--- config.mk ---
export PLATFORM = sky130hd
export DESIGN_NAME = pcr_capability_regs
export DESIGN_NICKNAME = d
export VERILOG_FILES = /design/src/verilog/pcr_pkg.sv /design/src/verilog/pcr_capability_regs.sv
export SDC_FILE = /design/constraint.sdc
export NUM_CORES = 1
export LEC_CHECK = 0
export ABC_CLOCK_PERIOD_IN_PS = 4050
export BUFFER_PORTS_ARGS = -buffer_cell sky130_fd_sc_hd__buf_2
export CORE_UTILIZATION = 51
export CTS_CLUSTER_DIAMETER = 150
export DETAILED_ROUTE_END_ITERATION = 10
export GPL_ROUTABILITY_DRIVEN = 0
export PLACE_DENSITY_LB_ADDON = 0.05
export SYNTH_ARGS = -nofsm -noshare
export SYNTH_HDL_FRONTEND = slang
export SYNTH_HIERARCHICAL = 1
export SYNTH_SLANG_ARGS = --single-unit
--- constraint.sdc ---
create_clock -name clk -period 4.05 [get_ports clk]
set_input_delay 0.405 -clock clk [delete_from_list [all_inputs] [get_ports clk]]
set_output_delay 0.405 -clock clk [all_outputs]
set_load 0.005 [all_outputs]
--- src/verilog/pcr_pkg.sv ---
// Package: register map, field layout and reset values of the capability bank
package pcr_pkg;
    // ------------------------------------------------------------
    // Register byte addresses
    // ------------------------------------------------------------
    localparam logic [11:0] CAP_HEADER_ADDR  = 12'h040;
    localparam logic [11:0] DEV_CAPS_ADDR    = 12'h044;
    localparam logic [11:0] ADDR_MASK        = 12'hffc;

    // ------------------------------------------------------------
    // Capability header fields
    // ------------------------------------------------------------
    localparam logic [7:0]  CAP_ID_VALUE     = 8'h10;
    localparam int          NEXT_PTR_LSB     = 8;
    localparam int          REVISION_LSB     = 16;
    localparam logic [3:0]  REVISION_RESET   = 4'h2;
    localparam int          PORT_ROLE_LSB    = 20;
    localparam logic [3:0]  ROLE_UPSTREAM    = 4'h5;
    localparam logic [3:0]  ROLE_DOWNSTREAM  = 4'h6;
    localparam int          SLOT_BIT         = 24;
    localparam int          VECTOR_NUM_LSB   = 25;
    localparam logic [4:0]  VECTOR_NUM_VALUE = 5'h00;

    // ------------------------------------------------------------
    // Device capability fields
    // ------------------------------------------------------------
    localparam int          PAYLOAD_LSB      = 0;
    localparam logic [2:0]  PAYLOAD_RESET    = 3'h4;
    localparam logic [2:0]  PAYLOAD_MAX_CODE = 3'h5;
    localparam int          PHANTOM_LSB      = 3;
    localparam int          EXT_TAG_BIT      = 5;
    localparam logic        EXT_TAG_RESET    = 1'b1;
    localparam int          SHALLOW_LAT_LSB  = 6;
    localparam int          DEEP_LAT_LSB     = 9;
    localparam int          ATTN_BUTTON_BIT  = 12;

    // ------------------------------------------------------------
    // AHB encodings
    // ------------------------------------------------------------
    localparam logic [1:0]  HTRANS_NONSEQ    = 2'h2;
    localparam logic [1:0]  HTRANS_SEQ       = 2'h3;
    localparam logic [2:0]  HSIZE_WORD       = 3'h2;
endpackage

--- src/verilog/pcr_capability_regs.sv ---
// Capability register bank of one switch port behind an AHB-Lite slave
//
// Function
// (RULE1) Header low byte reads fixed capability identifier 0x10.
// (RULE2) Header bits 15:8 hold next pointer, writable when lock is open.
// (RULE3) Header bits 19:16 hold revision, reset 0x2, writable when unlocked.
// (RULE4) Header bits 23:20 read port role: 0x5 upstream, 0x6 downstream.
// (RULE5) Header bit 24 slot flag, resets zero, writable when unlocked.
// (RULE6) Software keeps slot flag cleared on the upstream port.
// (RULE7) Header bits 29:25 interrupt vector number read as zero.
// (RULE8) Payload size bits 2:0, reset 0x4, codes 0..5 mean 128..4096 bytes.
// (RULE9) Payload codes six and seven behave as 128 bytes.
// (RULE10) Phantom function bits 4:3 hardwired zero.
// (RULE11) Extended tag bit 5, resets one, writable when unlocked.
// (RULE12) Shallow exit latency bits 8:6 hardwired zero.
// (RULE13) Deep exit latency bits 11:9 hardwired zero.
// (RULE14) Attention button bit 12 reads zero, read-only.
// (RULE15) Writes to read-only or reserved bits ignored; reserved bits read zero.
`timescale 1ns/1ps

module pcr_capability_regs #(
    parameter logic [7:0] NEXT_PTR_RESET = 8'h00
) (
    input  wire logic        clk,
    input  wire logic        reset,
    input  wire logic        upstream_port,
    input  wire logic        lockable_write_type,
    input  wire logic        hsel,
    input  wire logic [11:0] haddr,
    input  wire logic [1:0]  htrans,
    input  wire logic        hwrite,
    input  wire logic [2:0]  hsize,
    input  wire logic        hready,
    input  wire logic [31:0] hwdata,
    output logic      [31:0] hrdata,
    output logic             hreadyout,
    output logic             hresp,
    output logic      [2:0]  payload_bytes_code
);

    // ------------------------------------------------------------
    // Pin synchronisers
    // ------------------------------------------------------------
    logic       role_sync_r;
    logic       lock_sync_r;

    // Strap and lock levels come from pins; two stages each before any use
    pcr_sync2 #(
        .WIDTH    (1)
    ) u_role_sync (
        .clk      (clk),
        .reset    (reset),
        .async_in (upstream_port),
        .sync_r   (role_sync_r)
    );

    pcr_sync2 #(
        .WIDTH    (1)
    ) u_lock_sync (
        .clk      (clk),
        .reset    (reset),
        .async_in (lockable_write_type),
        .sync_r   (lock_sync_r)
    );

    // ------------------------------------------------------------
    // AHB address phase capture
    // ------------------------------------------------------------
    logic        wr_pend_r;
    logic [11:0] wr_addr_r;
    logic        rd_pend_r;
    logic [11:0] rd_addr_r;
    logic        take;
    logic        active;
    logic        word_size;

    // Only NONSEQ and SEQ carry a transfer; IDLE and BUSY leave the bank alone
    assign active = (htrans == pcr_pkg::HTRANS_NONSEQ) || (htrans == pcr_pkg::HTRANS_SEQ);
    assign take   = hsel && hready && active;

    // Narrower writes would tear a field, so only whole words may land
    assign word_size = (hsize == pcr_pkg::HSIZE_WORD);

    // Latch a transfer for its data phase
    always_ff @(posedge clk) begin
        if (reset) begin
            wr_pend_r <= 1'b0;
            rd_pend_r <= 1'b0;
            wr_addr_r <= 12'h000;
            rd_addr_r <= 12'h000;
        end else begin
            wr_pend_r <= take && hwrite && word_size;
            rd_pend_r <= take && !hwrite;
            if (take) begin
                wr_addr_r <= haddr & pcr_pkg::ADDR_MASK;
                rd_addr_r <= haddr & pcr_pkg::ADDR_MASK;
            end
        end
    end

    // ------------------------------------------------------------
    // Writable fields
    // ------------------------------------------------------------
    logic [7:0] next_ptr_r;
    logic [3:0] revision_r;
    logic       slot_r;
    logic [2:0] payload_r;
    logic       ext_tag_r;
    logic       hdr_wr;
    logic       dev_wr;

    assign hdr_wr = wr_pend_r && lock_sync_r && (wr_addr_r == pcr_pkg::CAP_HEADER_ADDR);
    assign dev_wr = wr_pend_r && lock_sync_r && (wr_addr_r == pcr_pkg::DEV_CAPS_ADDR);

    // Next pointer, reset value chosen by the integrator
    pcr_field_reg #(
        .WIDTH       (8),
        .RESET_VALUE (NEXT_PTR_RESET)
    ) u_next_ptr (
        .clk         (clk),
        .reset       (reset),
        .write_en    (hdr_wr),
        .write_data  (hwdata[pcr_pkg::NEXT_PTR_LSB +: 8]),     // RULE2
        .value_r     (next_ptr_r)
    );

    // Structure revision
    pcr_field_reg #(
        .WIDTH       (4),
        .RESET_VALUE (pcr_pkg::REVISION_RESET)
    ) u_revision (
        .clk         (clk),
        .reset       (reset),
        .write_en    (hdr_wr),
        .write_data  (hwdata[pcr_pkg::REVISION_LSB +: 4]),     // RULE3
        .value_r     (revision_r)
    );

    // Slot flag; keeping it clear on the upstream port is software's duty
    pcr_field_reg #(
        .WIDTH       (1),
        .RESET_VALUE (1'b0)
    ) u_slot (
        .clk         (clk),
        .reset       (reset),
        .write_en    (hdr_wr),
        .write_data  (hwdata[pcr_pkg::SLOT_BIT]),              // RULE5
        .value_r     (slot_r)
    );

    // Stored payload code, read back raw including reserved codes
    pcr_field_reg #(
        .WIDTH       (3),
        .RESET_VALUE (pcr_pkg::PAYLOAD_RESET)
    ) u_payload (
        .clk         (clk),
        .reset       (reset),
        .write_en    (dev_wr),
        .write_data  (hwdata[pcr_pkg::PAYLOAD_LSB +: 3]),      // RULE8
        .value_r     (payload_r)
    );

    // Extended tag support
    pcr_field_reg #(
        .WIDTH       (1),
        .RESET_VALUE (pcr_pkg::EXT_TAG_RESET)
    ) u_ext_tag (
        .clk         (clk),
        .reset       (reset),
        .write_en    (dev_wr),
        .write_data  (hwdata[pcr_pkg::EXT_TAG_BIT]),           // RULE11
        .value_r     (ext_tag_r)
    );

    // ------------------------------------------------------------
    // Effective payload size
    // ------------------------------------------------------------
    // Reserved codes fall back to the smallest size
    always_ff @(posedge clk) begin
        if (reset) begin
            payload_bytes_code <= 3'h0;
        end else if (payload_r > pcr_pkg::PAYLOAD_MAX_CODE) begin
            payload_bytes_code <= 3'h0;                         // RULE9
        end else begin
            payload_bytes_code <= payload_r;                    // RULE8
        end
    end

    // ------------------------------------------------------------
    // Read words
    // ------------------------------------------------------------
    logic [31:0] hdr_word;
    logic [31:0] dev_word;
    logic [3:0]  role_code;

    assign role_code = role_sync_r ? pcr_pkg::ROLE_UPSTREAM : pcr_pkg::ROLE_DOWNSTREAM;  // RULE4

    // Header assembly, unused bits zero
    always_comb begin
        hdr_word = 32'h0000_0000;                                       // RULE15
        hdr_word[7:0] = pcr_pkg::CAP_ID_VALUE;                          // RULE1
        hdr_word[pcr_pkg::NEXT_PTR_LSB +: 8] = next_ptr_r;              // RULE2
        hdr_word[pcr_pkg::REVISION_LSB +: 4] = revision_r;              // RULE3
        hdr_word[pcr_pkg::PORT_ROLE_LSB +: 4] = role_code;              // RULE4
        hdr_word[pcr_pkg::SLOT_BIT] = slot_r;                           // RULE5
        hdr_word[pcr_pkg::VECTOR_NUM_LSB +: 5] = pcr_pkg::VECTOR_NUM_VALUE;  // RULE7
    end

    // Device capability assembly, hardwired fields zero
    always_comb begin
        dev_word = 32'h0000_0000;                                       // RULE15
        dev_word[pcr_pkg::PAYLOAD_LSB +: 3] = payload_r;                // RULE8
        dev_word[pcr_pkg::PHANTOM_LSB +: 2] = 2'h0;                     // RULE10
        dev_word[pcr_pkg::EXT_TAG_BIT] = ext_tag_r;                     // RULE11
        dev_word[pcr_pkg::SHALLOW_LAT_LSB +: 3] = 3'h0;                 // RULE12
        dev_word[pcr_pkg::DEEP_LAT_LSB +: 3] = 3'h0;                    // RULE13
        dev_word[pcr_pkg::ATTN_BUTTON_BIT] = 1'b0;                      // RULE14
    end

    // ------------------------------------------------------------
    // Response path
    // ------------------------------------------------------------
    // Word selected by the address held from the address phase
    logic [31:0] rd_word;

    always_comb begin
        rd_word = 32'h0000_0000;                                        // RULE15
        if (rd_addr_r == pcr_pkg::CAP_HEADER_ADDR) begin
            rd_word = hdr_word;
        end else if (rd_addr_r == pcr_pkg::DEV_CAPS_ADDR) begin
            rd_word = dev_word;
        end
    end

    // One wait state on every read: low in the first data cycle
    always_ff @(posedge clk) begin
        if (reset) begin
            hreadyout <= 1'b1;
        end else if (take && !hwrite) begin
            hreadyout <= 1'b0;
        end else begin
            hreadyout <= 1'b1;
        end
    end

    // Read data loaded as the wait state ends, held until the next read
    always_ff @(posedge clk) begin
        if (reset) begin
            hrdata <= 32'h0000_0000;
        end else if (rd_pend_r) begin
            hrdata <= rd_word;
        end
    end

    // Always OKAY
    always_ff @(posedge clk) begin
        if (reset) begin
            hresp <= 1'b0;
        end else begin
            hresp <= 1'b0;
        end
    end

endmodule

// ------------------------------------------------------------
// Two-stage synchroniser for pin levels
// ------------------------------------------------------------
// Only the second stage is read outside, so a metastable first
// stage never reaches the decode logic
module pcr_sync2 #(
    parameter int WIDTH = 1
) (
    input  wire logic             clk,
    input  wire logic             reset,
    input  wire logic [WIDTH-1:0] async_in,
    output logic      [WIDTH-1:0] sync_r
);

    logic [WIDTH-1:0] meta_r;

    // Both stages clear with the bank
    always_ff @(posedge clk) begin
        if (reset) begin
            meta_r <= '0;
            sync_r <= '0;
        end else begin
            meta_r <= async_in;
            sync_r <= meta_r;
        end
    end

endmodule

// ------------------------------------------------------------
// Lockable field register
// ------------------------------------------------------------
// Holds one field; loads only on a qualified write strobe
module pcr_field_reg #(
    parameter int               WIDTH       = 1,
    parameter logic [WIDTH-1:0] RESET_VALUE = '0
) (
    input  wire logic             clk,
    input  wire logic             reset,
    input  wire logic             write_en,
    input  wire logic [WIDTH-1:0] write_data,
    output logic      [WIDTH-1:0] value_r
);

    // Write strobe already carries the lock, the size and the address match
    always_ff @(posedge clk) begin
        if (reset) begin
            value_r <= RESET_VALUE;
        end else if (write_en) begin
            value_r <= write_data;
        end
    end

endmodule

Yosys cells after proc, flatten, opt, wreduce, memory -nomap -nowiden
Index checks and enable logic that the tools add are counted.
- word-level logic and storage cells: 36
- output and inout bits: 37
- register bits: 69
- input port bits: 56
- mux-type cells: 4
- equal/unequal tests: 5
- order comparisons: 1
- reductions and logical operators: 11
- operators with widths (kind ; count):
    25-bit 2-to-1 mux ; 1
    10-bit by 5-bit equality test with 1-bit output, second input constant ; 2
    1-bit logical AND ; 8
    6-bit 2-to-1 mux ; 1
    2-bit equality test, second input constant ; 2
    3-bit by 2-bit equality test with 1-bit output, second input constant ; 1
    3-bit > comparator, second input constant ; 1
    2-bit 2-to-1 mux ; 1
    2-bit OR reduction ; 1
    1-bit zero test ; 1
    1-bit logical OR ; 1
    1-bit 2-to-1 mux ; 1

Longest topological paths before layout
- depth in word-level cells: 5
- gate-level depth with buffers: 7
- mapped depth without buffers: 5

Hierarchy
Netlist, hierarchy kept.
- by module, submodules not included (module ; cells each ; area an instance (sq um) ; seq. area each (sq um) ; instances):
    pcr_capability_regs ; 172 ; 1505.2 ; 720.7 ; 1
    pcr_field_reg at u_next_ptr ; 26 ; 285.3 ; 160.2 ; 1
    pcr_field_reg at u_revision ; 13 ; 143.9 ; 80.1 ; 1
    pcr_sync2 ; 4 ; 52.6 ; 40.0 ; 2
    pcr_field_reg at u_payload ; 9 ; 102.6 ; 60.1 ; 1
    pcr_field_reg at u_ext_tag ; 3 ; 35.0 ; 20.0 ; 1
    pcr_field_reg at u_slot ; 3 ; 33.8 ; 20.0 ; 1

Least setup slack after synthesis
No wires, ideal clock.
- path kind: register to register
- start point: reg rd_addr_r[9] (netlist name)
- end point: reg u_revision.value_r[1]
- library setup time: 120 ps
- data arrival time: 1595 ps
- required time: 3930 ps
- path buffers: 2
- slack: 2336 ps
- stages on the path, launching flop included: 8
- period minus slack after synthesis: 1714 ps
- path through: dfxtp_1 nor4_4 nand3b_2 buf_6 nor3_2 clkbuf_2 nor2b_2 a211o_1
- RTL lines (item ; RTL line ; source):
    end signal, assigned ; pcr_capability_regs.sv:315 ; value_r <= write_data;
    end, declared ; pcr_capability_regs.sv:307 ; output logic [WIDTH-1:0] value_r

==> flow_metrics.tcl <==
set metrics [dict create \
    grt_usage_pct 19.1 \
    drt-initial-drc-count 118 \
    num_vias 1689 \
    fin_skew_ns 0.00451 \
    die_h_microns 67.8 \
    fin_area_sq_mm 0.00262 \
    die_area_sq_mm 0.00460 \
    antenna_cells 0 \
    synthSimpleGateAreaFrac_pct 24.9 \
    hold_viol 0 \
    rows 23 \
    path_cells "nor4_4 -> nand3b_2 -> nor3_2 -> buf_4 -> mux2i_1 -> nor2_1" \
    synth_compound_area_share_pct 8.32 \
    rsz0062_at_grt "no" \
    detail-route-antenna-nets 0 \
    antenna_found_initial 0 \
    layout_setup_ws_ns 1.99 \
    drive_above_1_share_pct 28.0 \
    post_synth.cell_area_avg_sq_um 9.45 \
    crit_fanout 21 \
    htree_levels 3 \
    cts_hold_buffers 0 \
    dr.pass1.iters 4 \
    synth_top_area_share_pct 51.6 \
    critPathArrivalTime_ns 2.25 \
    vdd_drop_max_uv 233 \
    tns_ns 0 \
    ioPinCount 93 \
    tightestPinTransition_ns 1.12 \
    cts_buffers 9 \
    design.core.area_sq_mm 0.00409 \
    synthAdderAreaFrac_pct 0 \
    grt_pass1_wl_mm 6.30 \
    ys_seq_area_share_pct 51.6 \
    min_period_over_period_pct 50.9 \
    p_leak_uw 0.00105 \
    crit_type "register to register" \
    initial_core_util_pct 54.1 \
    layout_commonest_cell "buf_2" \
    synth_mux_area_share_pct 6.34 \
    synth_warnings 6 \
    synthDistinctLibCells 32 \
    cts_tree "built" \
    place_hpwl_mm 2.59 \
    synth_xor_area_share_pct 0 \
    via_per_inst 4.92 \
    start_kind "register" \
    p_per_area_mw_per_mm2 412 \
    port_buffers 62 \
    place_area_sq_mm 0.00245 \
    die_w_microns 67.8 \
    status "complete, no violations" \
    max_cap_viol_count 0 \
    cts_root_buffer "clkbuf_8" \
    slowest_stage "nand3b_2" \
    max_stage_delay_ns 0.43 \
    critPathTopFamily "simple AND/OR/NAND/NOR gates" \
    grt_max_degree 57 \
    slew_viol_final 0 \
    final_cell_mix "buf_2, dfxtp_1, nand2_1" \
    syn-cell-area_sq_mm 0.00221 \
    gr-total-overflow 0 \
    clk_pin_slew_ns 0.06 \
    maxSlewHeadroom_pct 25.0 \
    synthCells 234 \
    synth_area_leaders "dfxtp_1, nand2_1, mux2i_1" \
    dp_slack_ns 1.98 \
    layout.nets 347 \
    synth_top_area_cell "dfxtp_1" \
    ctsResizeCount 0 \
    grt_pass1_vias 1423 \
    drcViolationCount 0 \
    wirelength_mm 4.03 \
    clock_latency_ns 0.33 \
    cp-end-kind "register" \
    layout.cells.non_filler 343 \
    cts_sinks 57 \
    period_needed_ns 2.06 \
    critPathBufInv 1 \
    wire_per_inst_microns 11.8 \
    ys_ff_latch 57 \
    setup_viol 0 \
    post-cts-setup-buffers 0 \
    hp-class "primary input to register" \
    max_freq_mhz 485 \
    syn2layout_area_growth_pct 18.4 \
    cp.required_ns 4.24 \
    cts_buffer_depth 2 \
    utilization_pct 64.1 \
    dp_cells 330 \
    synth_top_family_by_area "simple AND/OR/NAND/NOR gates" \
]
==> synthesized netlist by cell type <==
| cell | n |
|---|---|
| dfxtp_1 | 57 |
| and3_1 | 1 |
| nor2_1 | 15 |
| o21ai_1 | 18 |
| nand3b_1 | 14 |
| nor4b_4 | 1 |
| o31ai_1 | 1 |
| buf_2 | 4 |
| buf_1 | 1 |
| a21oi_1 | 12 |
| nor4_4 | 1 |
| buf_6 | 2 |
| nor2b_1 | 7 |
| clkbuf_2 | 2 |
| nand4bb_1 | 1 |
| inv_1 | 2 |
| nor3_2 | 2 |
| nor3b_1 | 2 |
| nand3_1 | 1 |
| or3_1 | 1 |
| mux2i_1 | 14 |
| nor2b_2 | 1 |
| clkbuf_1 | 4 |
| nand2_1 | 42 |
| a211o_1 | 3 |
| nand2b_1 | 2 |
| nor2_2 | 1 |
| nand4b_1 | 4 |
| buf_4 | 15 |
| conb_1 | 1 |
| nand3b_2 | 1 |
| nor3_1 | 1 |
==> stage by stage <==
stage               total power (uW)  hold WS [ns]
CTS                             1090         0.274
global placement                 634         0.417
global route                    1130         0.272
finish                          1080         0.281
detailed placement               634         0.427
floorplan                        620         0.414
==> flip-flops by register name (all words and copies together) (netlist names) <==
name	flops
u_next_ptr/value_r	8
rd_pend_r	1
wr_pend_r	1
u_slot/value_r	1
u_lock_sync/meta_r	1
payload_bytes_code	3
u_revision/value_r	4
u_role_sync/sync_r	1
u_lock_sync/sync_r	1
u_ext_tag/value_r	1
hrdata	20
u_payload/value_r	3
rd_addr_r	10
u_role_sync/meta_r	1
hreadyout	1
==> power breakdown <==
| group | total [uW] | internal (uW) | switching (uW) |
|---|---|---|---|
| Clock | 456 | 262 | 194 |
| Combinational | 50.5 | 23.0 | 27.5 |
| Sequential | 571 | 567 | 4.19 |
| Total | 1080 | 852 | 226 |
==> routing by layer <==
metal  part of all wire (%)  GRT usage, %  vias to the layer above
met5                      0             0                        -
met2                     48          29.8                       49
met3                    5.3          6.33                        9
met4                    2.4          13.0                        0
met1                     44          22.1                      760
li1                       -             -                      871
==> cell families (layout without fill, tap and decap cells) <==
group	Yosys count	after routing
buf+inv	30	78
flops	57	57
simple gates	98	98
other cells	1	12
compound gates	34	34
mux	14	14
==> final timing paths <==
path | endpoint | slack [ns] | from | cells after the start
worst max-delay path | u_next_ptr/value_r[7]$_SDFFE_PP0P_ | 1.99 | rd_addr_r[9]$_SDFFE_PP0N_ | 6
worst min-delay path | u_payload/value_r[2]$_SDFFE_PP1P_ | 0.28 | hwdata[2] | 2
worst max register to register | u_next_ptr/value_r[7]$_SDFFE_PP0P_ | 1.99 | rd_addr_r[9]$_SDFFE_PP0N_ | 6
worst min register to register | hrdata[19]$_SDFFE_PP0P_ | 0.44 | hrdata[19]$_SDFFE_PP0P_ | 2
==> area by class of cell <==
class	count	area, sq um
timing repair buffer	63	318
tap	50	62.6
multi-input combinational	158	920
sequential	57	1140
fill	385	1470
inverter	2	7.51
clock buffer	13	169
(Power assumes the default switching activity.)
